$ cat config.mk
export PLATFORM = sky130hd
export DESIGN_NAME = ruc_channel
export DESIGN_NICKNAME = d
export VERILOG_FILES = /design/src/verilog/ruc_pkg.sv /design/src/verilog/ruc_buffer.sv /design/src/verilog/ruc_channel.sv
export VERILOG_INCLUDE_DIRS = /design/src /design/src/verilog
export SDC_FILE = /design/constraint.sdc
export NUM_CORES = 1
export LEC_CHECK = 0
export ABC_AREA = 0
export BUFFER_PORTS_ARGS = -buffer_cell sky130_fd_sc_hd__buf_2
export CAP_MARGIN = 10
export CELL_PAD_IN_SITES_DETAIL_PLACEMENT = 0
export CELL_PAD_IN_SITES_GLOBAL_PLACEMENT = 1
export CORE_MARGIN = 4
export CORE_UTILIZATION = 45
export DETAILED_ROUTE_END_ITERATION = 7
export PLACE_DENSITY = 0.83
export SLEW_MARGIN = 20
export SYNTH_ARGS = -nofsm -noshare
export SYNTH_HDL_FRONTEND = slang
export SYNTH_SLANG_ARGS = --single-unit
$ cat constraint.sdc
create_clock -name sys_clk -period 3.8 [get_ports sys_clk]
set_input_delay 0.19 -clock sys_clk [delete_from_list [all_inputs] [get_ports sys_clk]]
set_output_delay 0.19 -clock sys_clk [all_outputs]
set_load 0.02 [all_outputs]
$ cat src/verilog/ruc_defs.svh
// register offsets, field positions, reset values and timing counts for the serial channel
`ifndef RUC_DEFS_SVH
`define RUC_DEFS_SVH
`define RUC_OFS_DATA 5'h00
`define RUC_OFS_IER 5'h01
`define RUC_OFS_IIR 5'h02
`define RUC_OFS_LCR 5'h03
`define RUC_OFS_MCR 5'h04
`define RUC_OFS_LSR 5'h05
`define RUC_OFS_BOARD 5'h10
`define RUC_LCR_STOP2 2
`define RUC_LCR_PAREN 3
`define RUC_LCR_EVEN 4
`define RUC_LCR_STICK 5
`define RUC_LCR_BREAK 6
`define RUC_LCR_DIVSEL 7
`define RUC_MCR_RTS 1
`define RUC_MCR_IRQGATE 3
`define RUC_IER_RX 0
`define RUC_IER_THRE 1
`define RUC_IIR_NONE 8'h01
`define RUC_IIR_THRE 8'h02
`define RUC_IIR_RX 8'h04
`define RUC_LCR_RST 8'h00
`define RUC_MCR_RST 8'h00
`define RUC_IER_RST 8'h00
`define RUC_DIV_RST 16'h000C
`define RUC_REF_HZ 1843200
`define RUC_REF_FAST_HZ (4 * `RUC_REF_HZ)
`define RUC_SYS_HZ 200000000
`define RUC_NCO_GCD 12800
`define RUC_NCO_INC 14'(`RUC_REF_HZ / `RUC_NCO_GCD)
`define RUC_NCO_INC_FAST 14'(`RUC_REF_FAST_HZ / `RUC_NCO_GCD)
`define RUC_NCO_MOD 15'(`RUC_SYS_HZ / `RUC_NCO_GCD)
`define RUC_SUB_LAST 5'h0F
`define RUC_SUB_MID 5'h07
`define RUC_SUB_LAST2 5'h1F
`define RUC_FIRST_LAST_BIT 3'h4
`endif

$ cat src/verilog/ruc_pkg.sv
// state types of the serial channel
package ruc_pkg;
   typedef enum logic [4:0] {
      TX_IDLE = 5'h01,
      TX_START = 5'h02,
      TX_DATA = 5'h04,
      TX_PARITY = 5'h08,
      TX_STOP = 5'h10
   } ruc_tx_state_type;
   typedef enum logic [4:0] {
      RX_IDLE = 5'h01,
      RX_START = 5'h02,
      RX_DATA = 5'h04,
      RX_PARITY = 5'h08,
      RX_STOP = 5'h10
   } ruc_rx_state_type;
endpackage

$ cat src/verilog/ruc_buffer.sv
// two-entry transmit buffer with valid and ready on both sides
`timescale 1ns/100ps
module ruc_buffer #(
   parameter int WIDTH = 8
) (
   // clock and reset
   input wire logic sys_clk,
   input wire logic reset,
   // fill side
   input wire logic inValid,
   output logic inReady,
   input wire logic [WIDTH-1:0] inData,
   // drain side
   output logic outValid,
   input wire logic outReady,
   output logic [WIDTH-1:0] outData
);
   logic [1:0] count_reg, count_next;
   logic wrPtr_reg, wrPtr_next, rdPtr_reg, rdPtr_next;
   logic [WIDTH-1:0] entry_reg [2];
   logic [WIDTH-1:0] entry_next [2];
   logic push, pop;

   assign inReady = (count_reg != 2'h2);
   assign outValid = (count_reg != 2'h0);
   assign outData = entry_reg[rdPtr_reg];
   assign push = inValid && inReady;
   assign pop = outValid && outReady;

   always_comb begin
      count_next = count_reg;
      wrPtr_next = wrPtr_reg;
      rdPtr_next = rdPtr_reg;
      if (push) begin
         wrPtr_next = ~wrPtr_reg;
      end
      if (pop) begin
         rdPtr_next = ~rdPtr_reg;
      end
      if (push && !pop) begin
         count_next = 2'(count_reg + 2'h1);
      end else if (pop && !push) begin
         count_next = 2'(count_reg - 2'h1);
      end
   end

   genvar i;
   generate
      for (i = 0; i < 2; i++) begin : gEntry
         assign entry_next[i] = (push && wrPtr_reg == 1'(i)) ? inData : entry_reg[i];
         always_ff @(posedge sys_clk) begin
            entry_reg[i] <= entry_next[i];
         end
      end
   endgenerate

   always_ff @(posedge sys_clk) begin
      if (reset) begin
         count_reg <= 2'h0;
         wrPtr_reg <= 1'b0;
         rdPtr_reg <= 1'b0;
      end else begin
         count_reg <= count_next;
         wrPtr_reg <= wrPtr_next;
         rdPtr_reg <= rdPtr_next;
      end
   end
endmodule

$ cat src/verilog/ruc_channel.sv
// one asynchronous serial channel with byte-wide host registers and automatic line driver
`timescale 1ns/100ps
`include "ruc_defs.svh"
module ruc_channel
   import ruc_pkg::*;
(
   // clock and reset
   input wire logic sys_clk,
   input wire logic reset,
   // host i/o bus
   input wire logic [4:0] ioAddr,
   input wire logic ioWrite,
   input wire logic ioRead,
   input wire logic [7:0] ioWrData,
   output logic [7:0] ioRdData,
   // board straps and neighbour
   input wire logic clkOptionFast,
   input wire logic autoMode,
   input wire logic otherChanIrq,
   // serial line and interrupt
   input wire logic rxLine,
   output logic txLine,
   output logic driverEnable,
   output logic rtsOut,
   output logic irqOut
);
   logic [7:0] lineCtl_reg, lineCtl_next, modemCtl_reg, modemCtl_next;
   logic [7:0] intEn_reg, intEn_next, rxBuf_reg, rxBuf_next, rdData_reg, rdData_next;
   logic [15:0] divisor_reg, divisor_next, divCnt_reg, divCnt_next;
   logic [13:0] ncoAcc_reg, ncoAcc_next;
   logic dataReady_reg, dataReady_next, overrun_reg, overrun_next;
   logic parErr_reg, parErr_next, frameErr_reg, frameErr_next;
   logic irq_reg, irq_next, txLine_reg, txLine_next, de_reg, de_next, rts_reg, rts_next;
   ruc_tx_state_type txState_reg, txState_next;
   ruc_rx_state_type rxState_reg, rxState_next;
   logic [4:0] txSub_reg, txSub_next, rxSub_reg, rxSub_next;
   logic [2:0] txBit_reg, txBit_next, rxBit_reg, rxBit_next;
   logic [7:0] txShift_reg, txShift_next, rxShift_reg, rxShift_next;
   logic txPar_reg, txPar_next, rxPar_reg, rxPar_next;
   logic divSel, refTick, divEnd, sampleTick, rxStore, rxFrameBad, rxParBad;
   logic rbrRead, lsrRead, bufInValid, bufInReady, bufOutValid, bufOutReady;
   logic rxPending, thrPending, pending, lineBit;
   logic [14:0] ncoSum;
   logic [2:0] lastBit;
   logic [7:0] bufOutData, rxAligned;

   function automatic logic hit(input logic [4:0] addr, input logic [4:0] ofs);
      return addr == ofs;
   endfunction

   // parity bit for the character as configured; shared by send and receive
   function automatic logic parityBit(input logic [7:0] d, input logic [7:0] lcr);
      logic p;
      p = ^(d & 8'(8'hFF >> (2'h3 - lcr[1:0])));
      if (lcr[`RUC_LCR_STICK]) begin
         return ~lcr[`RUC_LCR_EVEN];
      end
      return lcr[`RUC_LCR_EVEN] ? p : ~p;
   endfunction

   assign divSel = lineCtl_reg[`RUC_LCR_DIVSEL];
   assign lastBit = 3'(`RUC_FIRST_LAST_BIT + {1'b0, lineCtl_reg[1:0]});
   assign rbrRead = ioRead && hit(ioAddr, `RUC_OFS_DATA) && !divSel;
   assign lsrRead = ioRead && hit(ioAddr, `RUC_OFS_LSR);
   // a write while both entries are full is dropped; software polls the empty flag first
   assign bufInValid = ioWrite && hit(ioAddr, `RUC_OFS_DATA) && !divSel;
   assign bufOutReady = (txState_reg == TX_IDLE) && !divSel;
   assign rxPending = intEn_reg[`RUC_IER_RX] && dataReady_reg;
   assign thrPending = intEn_reg[`RUC_IER_THRE] && !bufOutValid;
   assign pending = rxPending || thrPending;

   ruc_buffer #(.WIDTH(8)) txBuffer (
      .sys_clk(sys_clk),
      .reset(reset),
      .inValid(bufInValid),
      .inReady(bufInReady),
      .inData(ioWrData),
      .outValid(bufOutValid),
      .outReady(bufOutReady),
      .outData(bufOutData)
   );

   // rate generator: fractional accumulator makes the reference, then the divisor
   always_comb begin
      ncoSum = {1'b0, ncoAcc_reg}
             + {1'b0, clkOptionFast ? `RUC_NCO_INC_FAST : `RUC_NCO_INC};
      refTick = ncoSum >= `RUC_NCO_MOD;
      ncoAcc_next = refTick ? 14'(ncoSum - `RUC_NCO_MOD) : ncoSum[13:0];
      // divisor 0 behaves as 1 rather than stalling the line
      divEnd = (divisor_reg <= 16'h0001) || (divCnt_reg >= 16'(divisor_reg - 16'h0001));
      sampleTick = refTick && divEnd;
      divCnt_next = divCnt_reg;
      if (refTick) begin
         divCnt_next = divEnd ? 16'h0000 : 16'(divCnt_reg + 16'h0001);
      end
   end

   // host register writes
   always_comb begin
      lineCtl_next = lineCtl_reg;
      modemCtl_next = modemCtl_reg;
      intEn_next = intEn_reg;
      divisor_next = divisor_reg;
      if (ioWrite) begin
         if (hit(ioAddr, `RUC_OFS_DATA) && divSel) begin
            divisor_next[7:0] = ioWrData;
         end else if (hit(ioAddr, `RUC_OFS_IER) && divSel) begin
            divisor_next[15:8] = ioWrData;
         end else if (hit(ioAddr, `RUC_OFS_IER)) begin
            intEn_next = {6'h00, ioWrData[1:0]};
         end else if (hit(ioAddr, `RUC_OFS_LCR)) begin
            lineCtl_next = ioWrData;
         end else if (hit(ioAddr, `RUC_OFS_MCR)) begin
            modemCtl_next = {3'h0, ioWrData[4:0]};
         end
      end
   end

   // transmitter
   always_comb begin
      txState_next = txState_reg;
      txSub_next = txSub_reg;
      txBit_next = txBit_reg;
      txShift_next = txShift_reg;
      txPar_next = txPar_reg;
      lineBit = 1'b1;
      case (txState_reg)
         TX_IDLE: begin
            if (bufOutValid && !divSel) begin
               txState_next = TX_START;
               txShift_next = bufOutData;
               txPar_next = parityBit(bufOutData, lineCtl_reg);
               txSub_next = 5'h00;
            end
         end
         TX_START: begin
            lineBit = 1'b0;
            if (sampleTick) begin
               txSub_next = 5'(txSub_reg + 5'h01);
               if (txSub_reg == `RUC_SUB_LAST) begin
                  txState_next = TX_DATA;
                  txSub_next = 5'h00;
                  txBit_next = 3'h0;
               end
            end
         end
         TX_DATA: begin
            lineBit = txShift_reg[0];
            if (sampleTick) begin
               txSub_next = 5'(txSub_reg + 5'h01);
               if (txSub_reg == `RUC_SUB_LAST) begin
                  txSub_next = 5'h00;
                  txShift_next = {1'b0, txShift_reg[7:1]};
                  txBit_next = 3'(txBit_reg + 3'h1);
                  if (txBit_reg == lastBit) begin
                     txState_next = lineCtl_reg[`RUC_LCR_PAREN] ? TX_PARITY : TX_STOP;
                  end
               end
            end
         end
         TX_PARITY: begin
            lineBit = txPar_reg;
            if (sampleTick) begin
               txSub_next = 5'(txSub_reg + 5'h01);
               if (txSub_reg == `RUC_SUB_LAST) begin
                  txState_next = TX_STOP;
                  txSub_next = 5'h00;
               end
            end
         end
         TX_STOP: begin
            if (sampleTick) begin
               txSub_next = 5'(txSub_reg + 5'h01);
               if (txSub_reg == (lineCtl_reg[`RUC_LCR_STOP2] ?
                     `RUC_SUB_LAST2 : `RUC_SUB_LAST)) begin
                  txState_next = TX_IDLE;
               end
            end
         end
         default: begin
            txState_next = TX_IDLE;
         end
      endcase
      txLine_next = lineBit && !lineCtl_reg[`RUC_LCR_BREAK];
      rts_next = modemCtl_reg[`RUC_MCR_RTS];
      // automatic mode keeps the driver on through back-to-back characters
      de_next = autoMode ? (bufOutValid || txState_reg != TX_IDLE)
                         : modemCtl_reg[`RUC_MCR_RTS];
   end

   // receiver: start bit checked at mid-bit, every later bit sampled sixteen ticks on
   always_comb begin
      rxState_next = rxState_reg;
      rxSub_next = rxSub_reg;
      rxBit_next = rxBit_reg;
      rxShift_next = rxShift_reg;
      rxPar_next = rxPar_reg;
      rxStore = 1'b0;
      rxAligned = 8'(rxShift_reg >> (3'h7 - lastBit));
      rxFrameBad = !rxLine;
      rxParBad = lineCtl_reg[`RUC_LCR_PAREN] && (rxPar_reg != parityBit(rxAligned, lineCtl_reg));
      if (sampleTick) begin
         rxSub_next = 5'(rxSub_reg + 5'h01);
         case (rxState_reg)
            RX_IDLE: begin
               rxSub_next = 5'h00;
               if (!rxLine) begin
                  rxState_next = RX_START;
               end
            end
            RX_START: begin
               if (rxSub_reg == `RUC_SUB_MID) begin
                  rxSub_next = 5'h00;
                  rxBit_next = 3'h0;
                  rxState_next = rxLine ? RX_IDLE : RX_DATA;
               end
            end
            RX_DATA: begin
               if (rxSub_reg == `RUC_SUB_LAST) begin
                  rxSub_next = 5'h00;
                  rxShift_next = {rxLine, rxShift_reg[7:1]};
                  rxBit_next = 3'(rxBit_reg + 3'h1);
                  if (rxBit_reg == lastBit) begin
                     rxState_next = lineCtl_reg[`RUC_LCR_PAREN] ? RX_PARITY : RX_STOP;
                  end
               end
            end
            RX_PARITY: begin
               if (rxSub_reg == `RUC_SUB_LAST) begin
                  rxSub_next = 5'h00;
                  rxPar_next = rxLine;
                  rxState_next = RX_STOP;
               end
            end
            RX_STOP: begin
               if (rxSub_reg == `RUC_SUB_LAST) begin
                  rxStore = 1'b1;
                  rxState_next = RX_IDLE;
               end
            end
            default: begin
               rxState_next = RX_IDLE;
            end
         endcase
      end
   end

   // status flags: a new event wins over a clearing read in the same cycle
   always_comb begin
      rxBuf_next = rxStore ? rxAligned : rxBuf_reg;
      dataReady_next = rxStore || (dataReady_reg && !rbrRead);
      overrun_next = (rxStore && dataReady_reg && !rbrRead) || (overrun_reg && !lsrRead);
      parErr_next = (rxStore && rxParBad) || (parErr_reg && !lsrRead);
      frameErr_next = (rxStore && rxFrameBad) || (frameErr_reg && !lsrRead);
      irq_next = pending && modemCtl_reg[`RUC_MCR_IRQGATE];
      rdData_next = rdData_reg;
      if (ioRead) begin
         if (hit(ioAddr, `RUC_OFS_DATA)) begin
            rdData_next = divSel ? divisor_reg[7:0] : rxBuf_reg;
         end else if (hit(ioAddr, `RUC_OFS_IER)) begin
            rdData_next = divSel ? divisor_reg[15:8] : intEn_reg;
         end else if (hit(ioAddr, `RUC_OFS_IIR)) begin
            rdData_next = rxPending ? `RUC_IIR_RX
                        : (thrPending ? `RUC_IIR_THRE : `RUC_IIR_NONE);
         end else if (hit(ioAddr, `RUC_OFS_LCR)) begin
            rdData_next = lineCtl_reg;
         end else if (hit(ioAddr, `RUC_OFS_MCR)) begin
            rdData_next = modemCtl_reg;
         end else if (hit(ioAddr, `RUC_OFS_LSR)) begin
            rdData_next = {1'b0, !bufOutValid && txState_reg == TX_IDLE, !bufOutValid,
                           1'b0, frameErr_reg, parErr_reg, overrun_reg, dataReady_reg};
         end else if (hit(ioAddr, `RUC_OFS_BOARD)) begin
            rdData_next = {6'h00, otherChanIrq, irq_reg};
         end else begin
            rdData_next = 8'h00;
         end
      end
   end

   always_ff @(posedge sys_clk) begin
      if (reset) begin
         lineCtl_reg <= `RUC_LCR_RST;
         modemCtl_reg <= `RUC_MCR_RST;
         intEn_reg <= `RUC_IER_RST;
         divisor_reg <= `RUC_DIV_RST;
         divCnt_reg <= 16'h0000;
         ncoAcc_reg <= 14'h0000;
         rxBuf_reg <= 8'h00;
         rdData_reg <= 8'h00;
         dataReady_reg <= 1'b0;
         overrun_reg <= 1'b0;
         parErr_reg <= 1'b0;
         frameErr_reg <= 1'b0;
         irq_reg <= 1'b0;
         txLine_reg <= 1'b1;
         de_reg <= 1'b0;
         rts_reg <= 1'b0;
         txState_reg <= TX_IDLE;
         txSub_reg <= 5'h00;
         txBit_reg <= 3'h0;
         txShift_reg <= 8'h00;
         txPar_reg <= 1'b0;
         rxState_reg <= RX_IDLE;
         rxSub_reg <= 5'h00;
         rxBit_reg <= 3'h0;
         rxShift_reg <= 8'h00;
         rxPar_reg <= 1'b0;
      end else begin
         lineCtl_reg <= lineCtl_next;
         modemCtl_reg <= modemCtl_next;
         intEn_reg <= intEn_next;
         divisor_reg <= divisor_next;
         divCnt_reg <= divCnt_next;
         ncoAcc_reg <= ncoAcc_next;
         rxBuf_reg <= rxBuf_next;
         rdData_reg <= rdData_next;
         dataReady_reg <= dataReady_next;
         overrun_reg <= overrun_next;
         parErr_reg <= parErr_next;
         frameErr_reg <= frameErr_next;
         irq_reg <= irq_next;
         txLine_reg <= txLine_next;
         de_reg <= de_next;
         rts_reg <= rts_next;
         txState_reg <= txState_next;
         txSub_reg <= txSub_next;
         txBit_reg <= txBit_next;
         txShift_reg <= txShift_next;
         txPar_reg <= txPar_next;
         rxState_reg <= rxState_next;
         rxSub_reg <= rxSub_next;
         rxBit_reg <= rxBit_next;
         rxShift_reg <= rxShift_next;
         rxPar_reg <= rxPar_next;
      end
   end

   assign ioRdData = rdData_reg;
   assign txLine = txLine_reg;
   assign driverEnable = de_reg;
   assign rtsOut = rts_reg;
   assign irqOut = irq_reg;
endmodule

==> results.yml <==
grt:
  grt_pass1_wl_um: 34900
  overflow: 0
  grt_max_degree: 58
  grt.total_usage_pct: 19.9
  antenna_found_initial: 0
  first_global_vias: 6701
logic_synthesis:
  postSynthRegisterBits: 150
  postSynthCellCount: 965
  yosys-top-cells-count: "134 x dfxtp_1, 89 x nand2_1, 77 x nor2_1, 70 x a21oi_1, 55 x mux2i_1"
  synth_cell_type_count: 79
  syn_nets: 1021
  synth-edff-count: 16
  ys_async_sr_fraction_pct: 0
  synth_area_leaders: "dfxtp_1 32%, mux2i_1 6.5%, edfxtp_1 5.7%"
  post_synthesis_cell_type_with_the_largest_combined_area: "dfxtp_1"
  synth_most_common_cell: "dfxtp_1"
  postSynth.topFlopCell: "dfxtp_1"
  yosysSeqAreaShare_pct: 37.3
  synthesis.area_per_instance_um2: 8.78
  synthDominantCellAreaShare_pct: 31.6
  warning_count_from_the_yosys_run: 0
  syn-cell-area_um2: 8480
setup_path:
  timing.reg2reg.setup_slack_ps: 470
  worstReg2RegStart: "divisor_reg[2]$_SDFFE_PP1P_"
  cp_slowest_stage_delay_ps: 470
  crit_path_start_kind: "flip-flop"
  worstSetupPathType: "flip-flop to flip-flop"
  cp_slowest_cell: "or4_1"
  critPathArrivalTime_ps: 3690
  crit_path_capture_type: "flip-flop"
  critPathMaxFanout: 12
  cell_type_group_with_the_largest_total_delay_on_the_critical_path: "simple AND/OR/NAND/NOR gates"
  worst_r2r_endpoint: "rxSub_reg[0]$_SDFFE_PP0P_"
  timing.critical_path.required_ps: 4160
  r2r.worst_path.cells: 12
  cp_cell_sequence: "nor2_1 > nand3_1 > nor4_1 > xnor2_1 > ha_1 > nand4_1 > a211oi_1 > a221oi_1 > o211a_2 > buf_4 > or4_1 > a21oi_1"
  worst-path-buf-inv: 1
die:
  die_x_um: 145
  floorplan.die_area_um2: 21100
  ioPinCount: 33
  placeableCoreArea_um2: 18300
  initial_cell_density_of_the_core_pct: 46.4
  rows: 49
  floorplan.die.height_um: 145
pwr:
  power_report.internal_total_w: 0.00292
  pwr-share-seq_pct: 42.0
  gate_power_share_pct: 15.4
  power.total_w: 0.00413
  power.leakage_nw: 3.46
  p_sw_share_pct: 29.3
  cellPowerDensity_nw_per_um2: 437
  irDropWorstVdd_mv: 0.322
  share_clk_of_total_power_pct: 42.7
  total_switching_power_w: 0.00121
clock_tree:
  cts-root-buf: "clkbuf_16"
  cts_inserted_buffers: 17
  max-clock-path-buffers: 2
  ctsHtreeMaxLevel: 4
  clock_insertion_delay_worst_skew_ps: 430
  clock_sink_count: 150
  cts_tree: "built"
  clock_slew_at_reported_path_ffs_ps: 70
drt:
  first_pass_iters: 5
  detail_route.vias_per_cell: 5.90
  met2_wirelength_um: 9490
  initialDrtViolationCount: 453
  top_signal_layer_used: "met4"
  drt_drc_violations_left: 0
  met3_length_um: 918
  met1Wirelength_um: 10200
  post_dr_wirelength_cell_um: 17.2
  vias: 7205
  postRouteWirelength_um: 21100
  detail-route-antenna-nets: 0
cells_and_area:
  num_antenna_cells: 0
  postLayoutCellArea_um2: 9460
  layout.filler_cells: 1768
  fraction_of_final_layout_cells_with_drive_strength_greater_than_1_pct: 11.6
  nNetsFinal: 1036
  syn2layout_area_growth_pct: 11.5
  area.sequential_um2: 3160
  multi_input_area_um2: 4950
outcome:
  outcome: "complete, no violations"
placed_design:
  dpl_worst_slack_ps: 491
  post_dp_cell_area_um2: 8840
  io_buffers: 32
  gp_congestion: 0.861
  hpwl_um: 14900
hold_path:
  hold_path_startpoint: "ioWrData[6]"
  hold_class: "input port to flip-flop"
  min_delay_path_depth: 1
  holdPathEnd: "txBuffer.entry_reg[0][6]$_DFFE_PP_"
sta:
  final_min_period_over_clock_period_pct: 87.7
  clock-skew-final_ps: 11.2
  rsz0062_at_grt: "false"
  fmax_mhz: 300
  tightestPinTransition_ps: 909
  timing.final.ws_setup_ps: 467
  finalSetupViolCount: 0
  timing.slew.headroom_pct: 39.3
  finalHoldViolations: 0
  timing.final.max_slew_violations: 0
  final.setup.tns_ps: 0
  finalCriticalPeriod_ps: 3330
flow_run:
  maxCapViolations: 0
-- power groups by stage --
stage | registers (W) | logic (W) | clock network, W
3_5_place_dp | 0.00177 | 0.000628 | 0
5_1_grt | 0.00175 | 0.000695 | 0.00186
6_report | 0.00173 | 0.000635 | 0.00176
2_1_floorplan | 0.00174 | 0.000467 | 0
4_1_cts | 0.00173 | 0.000633 | 0.00179
3_3_place_gp | 0.00177 | 0.000624 | 0
-- metal layers --
layer | global-route usage (%) | vias to the layer above
met1 | 28.1 | 3428
met4 | 6.51 | 0
met5 | 0 | -
met3 | 3.31 | 26
li1 | - | 3581
met2 | 31.0 | 170
-- worst max path at each step --
| stage | from | end | slack, ps | depth (start not counted) |
|---|---|---|---|---|
| 2_1_floorplan | divisor_reg[4]$_SDFFE_PP0P_ | txBit_reg[2]$_SDFFE_PP0P_ | 840 | 13 |
| 3_3_place_gp | divisor_reg[2]$_SDFFE_PP1P_ | txShift_reg[3]$_SDFFE_PP0P_ | 520 | 13 |
| 3_5_place_dp | clkOptionFast | txShift_reg[7]$_SDFFE_PP0P_ | 490 | 11 |
| 4_1_cts | divisor_reg[7]$_SDFFE_PP0P_ | rxSub_reg[0]$_SDFFE_PP0P_ | 480 | 12 |
| 5_1_grt | divisor_reg[7]$_SDFFE_PP0P_ | frameErr_reg$_SDFF_PP0_ | 200 | 12 |
| 6_report | divisor_reg[2]$_SDFFE_PP1P_ | rxSub_reg[0]$_SDFFE_PP0P_ | 470 | 12 |
-- placed cells by master, fill, tap and decap left out, types with 24 or more instances in the layout --
cell type,Yosys,final
nand3_1,50,50
buf_2,8,32
nand2_1,89,89
inv_1,25,25
nand4_1,26,26
nor2_1,77,77
ha_1,35,35
mux2i_1,55,55
a21oi_1,70,70
o21ai_0,35,35
xor2_1,24,24
xnor2_1,37,37
dfxtp_1,134,134
-- worst reg2reg max path, cell delays in order (launching register included) --
cell      delay, ps
dfxtp_1         360
nor2_1          230
nand3_1         230
nor4_1          340
xnor2_1         110
ha_1            300
nand4_1         110
a211oi_1        260
a221oi_1        170
o211a_2         370
buf_4           200
or4_1           470
a21oi_1         120
-- metrics by stage --
| step | utilization (%) | hold WS (ps) | std cells |
|---|---|---|---|
| 4_1_cts | 51.8 | 57.8 | 1222 |
| 5_1_grt | 51.8 | 55.3 | 1222 |
| 2_1_floorplan | - | 289 | 965 |
| 6_report | 51.8 | 71.6 | 1222 |
| 3_5_place_dp | 48.4 | 429 | 1189 |
| 3_3_place_gp | 48.4 | 402 | 1189 |
-- cell families (layout without fill, tap and decap cells) --
kind of cell               count (synthesis)  count (layout)  synth area share, %
AOI/OAI and AO/OA                        217             217                 17.6
xor gates and xnor gates                  62              62                 6.57
adders and majority gates                 35              35                 5.17
buffers and inverters                     86             114                 4.34
DFF                                      150             150                 37.3
muxes                                     62              62                 7.96
and+or+nand+nor                          353             353                 21.0
-- repair_timing --
| item | 4_1_cts | 5_1_grt |
|---|---|---|
| gates resized for setup | 0 | 0 |
| endpoints found under the hold margin | 1 | 0 |
| buffers inserted | 0 | 0 |
| hold buffers | 1 | 0 |
-- area by class of cell --
class | instances | area share (%)
clock buffer | 17 | 4.50
clock inverter | 15 | 1.92
inverter | 26 | 1.03
multi-input combinational | 729 | 52.3
sequential | 150 | 33.5
tap | 229 | 3.03
timing repair buffer | 56 | 3.76
Note: power is estimated with default switching activity, not from simulation.
